File: src/rxev_map.svh
// Register offsets, field positions, reset values and event codes
`ifndef RXEV_MAP_SVH
`define RXEV_MAP_SVH
// ****************
// Register offsets
// ****************
`define RXEV_A_CTRL 8'h00
`define RXEV_A_ROUTE 8'h04
`define RXEV_A_STAT 8'h08
`define RXEV_A_LDROP 8'h0c
// Windows selected by adr[7:5]: queue access at 0x40, lengths at 0x60
`define RXEV_A_QWIN 3'h2
`define RXEV_A_LWIN 3'h3
// ****************
// Fields and reset values
// ****************
`define RXEV_CTRL_TS 0
`define RXEV_CTRL_ALWERR 1
`define RXEV_CTRL_BADFR 2
`define RXEV_CTRL_RST 3'h0
`define RXEV_R_ERR 0
`define RXEV_R_CNT 3
`define RXEV_R_TXC 6
`define RXEV_R_TXDMA 9
`define RXEV_R_RXDMA 12
`define RXEV_R_ABR 15
`define RXEV_R_POOL 18
`define RXEV_ROUTE_RST 21'h0_0000
`define RXEV_ST_DROP 0
`define RXEV_ST_BAD 1
`define RXEV_ST_FULL 8
`define RXEV_ST_EMPTY 16
`define RXEV_DEPTH 5'h10
// ****************
// Event codes
// ****************
`define RXEV_C_THR1 6'h1e
`define RXEV_C_THR2 6'h1f
`define RXEV_C_TS 6'h3f
`endif

File: src/rxev_pkg.sv
// Types shared by the receive event encoder files
package rxev_pkg;
    typedef enum logic [1:0] {
        ST_IDLE = 2'b00,
        ST_STAMP = 2'b01,
        ST_POST = 2'b10
    } rxev_state_t;
    typedef enum logic [2:0] {
        CAT_BAD = 3'b000,
        CAT_NORMAL = 3'b001,
        CAT_ERROR = 3'b010,
        CAT_COUNT = 3'b011,
        CAT_TXC = 3'b100,
        CAT_TXDMA = 3'b101,
        CAT_RXDMA = 3'b110,
        CAT_ABR = 3'b111
    } rxev_cat_t;
endpackage

File: src/rxev_encode.sv
// Event word builder and queue router
`timescale 1ns/1ps
`default_nettype none
`include "rxev_map.svh"
module rxev_encode (
    // Held event
    input wire logic [5:0] code,
    input wire logic [25:0] info,
    input wire logic dir,
    input wire logic [2:0] chan_queue,
    // Settings
    input wire logic [2:0] ctrl,
    input wire logic [20:0] route,
    // Result
    output logic [31:0] word,
    output logic [2:0] qsel,
    output logic ok,
    output logic cancel
);
    function automatic rxev_pkg::rxev_cat_t cat_of(input logic [5:0] c);
        case (c) inside
            [6'h10:6'h12]: cat_of = rxev_pkg::CAT_ERROR;
            6'h13, 6'h16: cat_of = rxev_pkg::CAT_ERROR;
            6'h14, 6'h15: cat_of = rxev_pkg::CAT_NORMAL;
            [6'h18:6'h1b], 6'h3d: cat_of = rxev_pkg::CAT_COUNT;
            [6'h1e:6'h23]: cat_of = rxev_pkg::CAT_TXC;
            6'h24, 6'h26, 6'h28, 6'h29: cat_of = rxev_pkg::CAT_TXDMA;
            6'h25, 6'h27, 6'h3b: cat_of = rxev_pkg::CAT_RXDMA;
            [6'h2c:6'h2f]: cat_of = rxev_pkg::CAT_ABR;
            [6'h38:6'h3a], 6'h3c: cat_of = rxev_pkg::CAT_ERROR;
            6'h3e: cat_of = rxev_pkg::CAT_NORMAL;
            default: cat_of = rxev_pkg::CAT_BAD;
        endcase
    endfunction

    rxev_pkg::rxev_cat_t cat;
    always_comb begin
        cat = cat_of(code);
        ok = (cat != rxev_pkg::CAT_BAD);
        // Pointer in the upper bits, type in the low six
        word = {info, code};
        if (code == `RXEV_C_THR1 || code == `RXEV_C_THR2) begin
            word[6] = dir;
        end
        // Pool status rides its own route field
        case (cat)
            rxev_pkg::CAT_ERROR: begin
                if (ctrl[`RXEV_CTRL_ALWERR] || !ctrl[`RXEV_CTRL_BADFR]) begin
                    qsel = route[`RXEV_R_ERR +: 3];
                end else begin
                    qsel = chan_queue;
                end
            end
            rxev_pkg::CAT_COUNT: qsel = route[`RXEV_R_CNT +: 3];
            rxev_pkg::CAT_TXC: qsel = route[`RXEV_R_TXC +: 3];
            rxev_pkg::CAT_TXDMA: qsel = route[`RXEV_R_TXDMA +: 3];
            rxev_pkg::CAT_RXDMA: qsel = route[`RXEV_R_RXDMA +: 3];
            rxev_pkg::CAT_ABR: qsel = route[`RXEV_R_ABR +: 3];
            default: qsel = (code == 6'h3e) ? route[`RXEV_R_POOL +: 3] : chan_queue;
        endcase
        // Transmit side must abandon the buffer or descriptor
        cancel = (code == 6'h22) || (code == 6'h28) || (code == 6'h29);
    end
endmodule
`default_nettype wire

File: src/rxev_queue.sv
// Eight circular receive queues in one shared array
`timescale 1ns/1ps
`default_nettype none
`include "rxev_map.svh"
module rxev_queue (
    // Clock and reset
    input wire logic clock,
    input wire logic rst,
    // Tail side
    input wire logic push,
    input wire logic [2:0] push_q,
    input wire logic [31:0] push_data,
    // Head side
    input wire logic pop,
    input wire logic [2:0] pop_q,
    output logic [31:0] pop_data,
    // Occupancy
    output logic [7:0] full,
    output logic [7:0] empty,
    output logic [39:0] lens
);
    logic [31:0] mem_q [0:127];
    logic [3:0] head_q [0:7];
    logic [3:0] tail_q [0:7];
    logic [4:0] cnt_q [0:7];
    logic do_push, do_pop;

    always_comb begin
        for (int i = 0; i < 8; i++) begin
            full[i] = (cnt_q[i] == `RXEV_DEPTH);
            empty[i] = (cnt_q[i] == 5'h00);
            lens[i*5 +: 5] = cnt_q[i];
        end
    end
    // A full queue takes nothing; caller records the drop
    assign do_push = push & ~full[push_q];
    assign do_pop = pop & ~empty[pop_q];
    assign pop_data = mem_q[{pop_q, head_q[pop_q]}];

    always_ff @(posedge clock) begin
        if (do_push) begin
            mem_q[{push_q, tail_q[push_q]}] <= push_data;
        end
    end

    always_ff @(posedge clock or posedge rst) begin
        if (rst) begin
            for (int i = 0; i < 8; i++) begin
                head_q[i] <= 4'h0;
                tail_q[i] <= 4'h0;
                cnt_q[i] <= 5'h00;
            end
        end else begin
            for (int i = 0; i < 8; i++) begin
                if (do_push && push_q == i[2:0]) begin
                    tail_q[i] <= tail_q[i] + 4'h1;
                end
                if (do_pop && pop_q == i[2:0]) begin
                    head_q[i] <= head_q[i] + 4'h1;
                end
                cnt_q[i] <= cnt_q[i] + {4'h0, do_push && push_q == i[2:0]}
                    - {4'h0, do_pop && pop_q == i[2:0]};
            end
        end
    end
endmodule
`default_nettype wire

File: src/rxev_top.sv
// Receive event encoder: event intake, timestamping and queue access
//
// The placing of the registers and register access over Wishbone were chosen for this implementation.
`timescale 1ns/1ps
`default_nettype none
`include "rxev_map.svh"
module rxev_top (
    // Clock and reset
    input wire logic clock,
    input wire logic rst,
    // Wishbone slave
    input wire logic cyc_i,
    input wire logic stb_i,
    input wire logic we_i,
    input wire logic [7:0] adr_i,
    input wire logic [31:0] dat_i,
    input wire logic [3:0] sel_i,
    output logic [31:0] dat_o,
    output logic ack_o,
    // Event producers
    input wire logic ev_valid,
    output logic ev_ready,
    input wire logic [5:0] ev_code,
    input wire logic [25:0] ev_info,
    input wire logic ev_dir,
    input wire logic ev_has_buf,
    input wire logic [2:0] ev_chan_queue,
    input wire logic [25:0] ts_value,
    // Side effects
    output logic buf_free_valid,
    output logic [25:0] buf_free_ptr,
    output logic tx_cancel
);
    // ****************
    // Storage
    // ****************
    logic ack_q;
    logic [31:0] dat_q;
    logic [2:0] ctrl_q;
    logic [20:0] route_q;
    logic drop_q;
    logic bad_q;
    logic [31:0] ldrop_q;
    rxev_pkg::rxev_state_t state_q;
    logic ev_ready_q;
    logic [5:0] h_code_q;
    logic [25:0] h_info_q;
    logic [25:0] stamp_q;
    logic h_dir_q;
    logic h_buf_q;
    logic [2:0] h_lcq_q;
    logic bfv_q;
    logic [25:0] bfp_q;
    logic cancel_q;

    // ****************
    // Bus decode
    // ****************
    logic req, wr_ok, q_win, l_win, bus_push, bus_pop;
    assign req = cyc_i & stb_i & ~ack_q;
    // Registers are whole words; partial writes are ignored
    assign wr_ok = we_i & (sel_i == 4'hf);
    assign q_win = (adr_i[7:5] == `RXEV_A_QWIN);
    assign l_win = (adr_i[7:5] == `RXEV_A_LWIN);
    assign bus_push = req & wr_ok & q_win;
    assign bus_pop = req & ~we_i & q_win;

    // ****************
    // Encoder and queues
    // ****************
    logic [31:0] enc_word;
    logic [2:0] enc_q;
    logic enc_ok, enc_cancel;
    rxev_encode u_enc (
        .code(h_code_q),
        .info(h_info_q),
        .dir(h_dir_q),
        .chan_queue(h_lcq_q),
        .ctrl(ctrl_q),
        .route(route_q),
        .word(enc_word),
        .qsel(enc_q),
        .ok(enc_ok),
        .cancel(enc_cancel)
    );

    logic hw_step, hw_try, push_en;
    logic [2:0] push_q;
    logic [31:0] push_data, pop_data;
    logic [7:0] q_full, q_empty;
    logic [39:0] q_lens;
    // Software owns the tail port for a cycle; hardware waits
    assign hw_step = ~bus_push & (state_q != rxev_pkg::ST_IDLE);
    assign hw_try = hw_step & ((state_q == rxev_pkg::ST_STAMP) | enc_ok);
    assign push_en = bus_push | hw_try;
    assign push_q = bus_push ? adr_i[4:2] : enc_q;
    always_comb begin
        if (bus_push) begin
            push_data = dat_i;
        end else if (state_q == rxev_pkg::ST_STAMP) begin
            push_data = {stamp_q, `RXEV_C_TS};
        end else begin
            push_data = enc_word;
        end
    end
    logic dropping;
    assign dropping = push_en & q_full[push_q];

    rxev_queue u_q (
        .clock(clock),
        .rst(rst),
        .push(push_en),
        .push_q(push_q),
        .push_data(push_data),
        .pop(bus_pop),
        .pop_q(adr_i[4:2]),
        .pop_data(pop_data),
        .full(q_full),
        .empty(q_empty),
        .lens(q_lens)
    );

    // ****************
    // Event intake
    // ****************
    // One event in flight; the stamp costs one extra cycle
    always_ff @(posedge clock or posedge rst) begin
        if (rst) begin
            state_q <= rxev_pkg::ST_IDLE;
            ev_ready_q <= 1'b1;
        end else begin
            case (state_q)
                rxev_pkg::ST_IDLE: begin
                    if (ev_valid && ev_ready_q) begin
                        ev_ready_q <= 1'b0;
                        state_q <= ctrl_q[`RXEV_CTRL_TS] ? rxev_pkg::ST_STAMP
                            : rxev_pkg::ST_POST;
                    end
                end
                rxev_pkg::ST_STAMP: begin
                    if (hw_step) begin
                        state_q <= rxev_pkg::ST_POST;
                    end
                end
                rxev_pkg::ST_POST: begin
                    if (hw_step) begin
                        state_q <= rxev_pkg::ST_IDLE;
                        ev_ready_q <= 1'b1;
                    end
                end
                default: state_q <= rxev_pkg::ST_IDLE;
            endcase
        end
    end

    always_ff @(posedge clock or posedge rst) begin
        if (rst) begin
            h_code_q <= 6'h00;
            h_info_q <= 26'h000_0000;
            stamp_q <= 26'h000_0000;
            h_dir_q <= 1'b0;
            h_buf_q <= 1'b0;
            h_lcq_q <= 3'h0;
        end else if (ev_valid && ev_ready_q) begin
            h_code_q <= ev_code;
            h_info_q <= ev_info;
            stamp_q <= ts_value;
            h_dir_q <= ev_dir;
            h_buf_q <= ev_has_buf;
            h_lcq_q <= ev_chan_queue;
        end
    end

    // Dropped buffers go back to the pools; transmit cancels
    logic posting;
    assign posting = hw_step & (state_q == rxev_pkg::ST_POST);
    always_ff @(posedge clock or posedge rst) begin
        if (rst) begin
            bfv_q <= 1'b0;
            bfp_q <= 26'h000_0000;
            cancel_q <= 1'b0;
        end else begin
            bfv_q <= posting & enc_ok & dropping & h_buf_q;
            if (posting && enc_ok && dropping && h_buf_q) begin
                bfp_q <= h_info_q;
            end
            cancel_q <= posting & enc_ok & enc_cancel;
        end
    end

    // ****************
    // Registers
    // ****************
    always_ff @(posedge clock or posedge rst) begin
        if (rst) begin
            ctrl_q <= `RXEV_CTRL_RST;
            route_q <= `RXEV_ROUTE_RST;
        end else if (req && wr_ok && adr_i == `RXEV_A_CTRL) begin
            ctrl_q <= dat_i[2:0];
        end else if (req && wr_ok && adr_i == `RXEV_A_ROUTE) begin
            route_q <= dat_i[20:0];
        end
    end

    // Sticky flags: a new drop beats a same-cycle clear
    logic clr_st;
    assign clr_st = req && wr_ok && adr_i == `RXEV_A_STAT;
    always_ff @(posedge clock or posedge rst) begin
        if (rst) begin
            drop_q <= 1'b0;
            bad_q <= 1'b0;
            ldrop_q <= 32'h0000_0000;
        end else begin
            if (dropping) begin
                drop_q <= 1'b1;
            end else if (clr_st && dat_i[`RXEV_ST_DROP]) begin
                drop_q <= 1'b0;
            end
            if (posting && !enc_ok) begin
                bad_q <= 1'b1;
            end else if (clr_st && dat_i[`RXEV_ST_BAD]) begin
                bad_q <= 1'b0;
            end
            // Frozen until software clears the drop flag
            if (dropping && !drop_q) begin
                ldrop_q <= push_data;
            end
        end
    end

    logic [31:0] rd_word, stat_word;
    always_comb begin
        stat_word = 32'h0000_0000;
        stat_word[`RXEV_ST_DROP] = drop_q;
        stat_word[`RXEV_ST_BAD] = bad_q;
        stat_word[`RXEV_ST_FULL +: 8] = q_full;
        stat_word[`RXEV_ST_EMPTY +: 8] = q_empty;
        if (q_win) begin
            // Empty queue reads as the null event
            rd_word = q_empty[adr_i[4:2]] ? 32'h0000_0000 : pop_data;
        end else if (l_win) begin
            rd_word = {27'h000_0000, q_lens[adr_i[4:2]*5 +: 5]};
        end else begin
            case (adr_i)
                `RXEV_A_CTRL: rd_word = {29'h0000_0000, ctrl_q};
                `RXEV_A_ROUTE: rd_word = {11'h000, route_q};
                `RXEV_A_STAT: rd_word = stat_word;
                `RXEV_A_LDROP: rd_word = ldrop_q;
                default: rd_word = 32'h0000_0000;
            endcase
        end
    end

    always_ff @(posedge clock or posedge rst) begin
        if (rst) begin
            ack_q <= 1'b0;
            dat_q <= 32'h0000_0000;
        end else begin
            ack_q <= req;
            if (req && !we_i) begin
                dat_q <= rd_word;
            end
        end
    end

    assign dat_o = dat_q;
    assign ack_o = ack_q;
    assign ev_ready = ev_ready_q;
    assign buf_free_valid = bfv_q;
    assign buf_free_ptr = bfp_q;
    assign tx_cancel = cancel_q;

    // ****************
    // Checks
    // ****************
    logic [2:0] pq_q;
    always_ff @(posedge clock or posedge rst) begin
        if (rst) begin
            pq_q <= 3'h0;
        end else begin
            pq_q <= push_q;
        end
    end
endmodule
`default_nettype wire

File: config.mk
export PLATFORM = sky130hd
export DESIGN_NAME = rxev_top
export DESIGN_NICKNAME = d
export VERILOG_FILES = /design/src/rxev_pkg.sv /design/src/rxev_encode.sv /design/src/rxev_queue.sv /design/src/rxev_top.sv
export VERILOG_INCLUDE_DIRS = /design/src /design/src/src
export SDC_FILE = /design/constraint.sdc
export NUM_CORES = 2
export LEC_CHECK = 0
export BUFFER_PORTS_ARGS = -buffer_cell sky130_fd_sc_hd__buf_2
export CAP_MARGIN = 20
export CORE_MARGIN = 3
export CORE_UTILIZATION = 40
export DETAILED_ROUTE_END_ITERATION = 10
export GPL_ROUTABILITY_DRIVEN = 0
export HOLD_SLACK_MARGIN = 0.1
export SLEW_MARGIN = 5
export SYNTH_ARGS = -nofsm -noshare
export SYNTH_HDL_FRONTEND = slang
export SYNTH_HIERARCHICAL = 1
export SYNTH_SLANG_ARGS = --single-unit
File: constraint.sdc
create_clock -name clock -period 13.9 [get_ports clock]
set_input_delay 2.085 -clock clock [delete_from_list [all_inputs] [get_ports clock]]
set_output_delay 2.085 -clock clock [all_outputs]
set_load 0.01 [all_outputs]
==> metrics.cfg <==
[place]
port-buffer-count=174
place_hpwl_um=341500
place_area_um2=187500

[layout]
register_area_um2=130200
multi_input_area_um2=45320
final_util_pct=45.65
final_net_count=12760
area_growth_pct=13.50
drive_gt1_share_pct=13.06
nFillCells=38470
fin_area_um2=201900

[power_and_ir_drop]
irDropWorstVdd_uv=212.1
p_leak_nw=67.20
power.density_nw_per_um2=171.9

[sta]
slew_violations=0
max_freq_mhz=134.0
rsz0062_at_grt=false
setup_violations=0
tightest_slew_ns=1.352
slew_headroom_pct=9.232
hold_viol_final=0
clock_skew_ns=0.06819
setup_tns_ns=0
finalCritPeriodShare_pct=53.68
fin_crit_ns=7.461

[clock_network]
numCtsBuffers=444
ctsLongestPathBuffers=4
cts_root_buf=clkbuf_16
cts_hold_buffers=0
clock_latency_ns=1.00
post_cts_resized=0
cts_sinks=4385
clk_pin_slew_ns=0.06
post-cts-setup-buffer-count=0
cts_tree=built
htreeDepth=5

[yosys]
synth-seq-cells=4385
synth_edf_count=4096
avgSynthCellArea_um2=14.34
synth_warnings=6
syn_area_um2=177900
syn_nets=12590
synth_cell_types=89
syn-instance-count=12400
ys.flop_type=edfxtp_1
ys_seq_area_share_pct=73.20
synthArstFlopShare_pct=6.591

[hold_path]
hp-class=reg -> reg

[worst_setup_path]
critPathArrivalTime_ns=8.34
cp-end-kind=register
cp_top_family=buffers and inverters
criticalPathCategory=in -> reg
cpMaxStageDelayCell=nor4_1
crit_chain=buf_4 -> buf_4 -> nor2b_1 -> a22o_4 -> nor2_4 -> buf_4 -> buf_4 -> mux2_2 -> o221ai_1 -> o2111ai_1 -> nor4_1 -> a32oi_1 -> a21oi_1 -> nor2_1
cpMostUsedCell=buf_4
crit_required_ns=14.78
critPathMaxFanout=60
cp-start-kind=primary input
cp_num_buf_inv=4
crit_path_max_incr_delay_ns=0.92

[route]
drt_first_pass_iters=6
via_count=113400
via_per_inst=6.008
wl_um=598500
drc=0
drt_iter0_drc=14990
ant_nets=0
wl_per_cell_um=31.71

[global_route]
gr-total-overflow=0
grt_usage_pct=25.66
grt_max_degree=154
antenna_found_initial=54
grt_pass1_vias=105600
grt_first_pass_wirelength_um=828500

[die]
die_x_um=672.9
pin_count=175
initial_utilization_pct=40.22
rows=244
die_h_um=672.9
core_um2=442400
die-area_um2=452800

[run]
max_cap_violations=0

[run_status]
status=completed

## layout by cell type (no fill, tap or decap), types with 115 or more instances in the layout
cell type  synthesis  final
and3_1           159    159
edfxtp_1        4096   4096
buf_2            247    173
a31oi_1          185    184
o21ai_0          132    122
mux2_2           172    171
dfrtp_1          288    288
nand3_1          915    915
nor2_4             1    132
a221oi_1         131    131
a21oi_1          441    407
nand2_1         2504   2491
buf_4             69    363
clkbuf_16          0    454
mux2i_1          820    819
clkbuf_1         441    115
nor2_1           336    203
## state kept, by name, indices dropped and copies added, names as in the netlist, 2 cells and up
name and count:
u_q/mem_q 4096, route_q 21, u_q/head_q 32, u_q/tail_q 32
ldrop_q 32, h_lcq_q 3, h_code_q 6, buf_free_ptr 26
ctrl_q 3, u_q/lens 40, stamp_q 26, state_q 2
h_info_q 26, dat_o 32
## cell families after synthesis
logic type | after synthesis | synth area share (%)
DFF | 4385 | 73.20
and+or+nand+nor | 4250 | 10.41
xor gates and xnor gates | 74 | 0.3643
buffers and inverters | 937 | 2.347
muxes | 1086 | 6.741
adders and majority gates | 73 | 0.5464
AOI/OAI and AO/OA | 1599 | 6.392
## power breakdown
| part | total [mW] | switching (mW) | internal (mW) |
|---|---|---|---|
| registers | 17.2 | 0.397 | 16.8 |
| clock network | 11.8 | 5.03 | 6.79 |
| logic | 5.69 | 4.52 | 1.17 |
## synth_stat cells, drive strengths merged, types with 46 or more instances
cell / instances / area, µm²
a221o: 73 / 730.7
o21ai: 132 / 660.6
nand3: 915 / 4579
mux2i: 822 / 8235
dfrtp: 288 / 7207
buf: 420 / 2235
nor3: 70 / 350.3
mux4: 59 / 1329
xnor2: 46 / 402.9
and3: 160 / 1002
nand2: 2505 / 9405
inv: 76 / 285.3
nand4: 95 / 609.3
nor2: 337 / 1272
ha: 64 / 800.8
a32o: 86 / 860.8
a221oi: 131 / 1147
a311oi: 51 / 446.7
clkbuf: 441 / 1655
edfxtp: 4096 / 123000
mux2: 205 / 2429
a31oi: 185 / 1157
a21oi: 442 / 2216
## routing by layer
layer,global-route usage [%],wire (µm)
met1,34.80,231900
met2,38.88,265500
met3,6.994,71160
met4,11.02,29640
met5,0,234
## stage by stage
step,hold slack [ns],std cells,power (mW),setup WS [ns]
after detailed placement,0.4649,18020,23.03,5.694
after global routing,0.4913,18860,35.66,6.461
after floorplan,0.4404,12400,20.43,6.184
after CTS,0.4766,18840,34.70,6.755
after global placement,0.4557,18000,22.92,5.111
final,0.4741,18880,34.71,6.439
## area by class of cell
cell class / count / area share [%]
Clock inverter: 237 / 1.094
Antenna cell: 23 / 0.02850
Tap cell: 5904 / 3.658
Inverter: 76 / 0.1462
Multi-Input combinational cell: 7082 / 22.45
Clock buffer: 587 / 5.963
Timing Repair Buffer: 582 / 2.173
Sequential cell: 4385 / 64.49
## path summary, 6_finish.rpt
path	start	depth (start not counted)	to	slack, ns
worst max register to register	h_code_q[3]	14	u_q/mem_q[60][9]	7.44
max in group asynchronous	rst	3	stamp_q[0]	11.14
worst max-delay path	adr_i[4]	14	dat_o[11]	6.44
worst min register to register	u_q/head_q[19]	1	u_q/head_q[19]	0.47
worst min-delay path	u_q/head_q[19]	1	u_q/head_q[19]	0.47
min in group asynchronous	rst	2	u_q/tail_q[21]	1.22
Power figures use the tool's default switching activity.
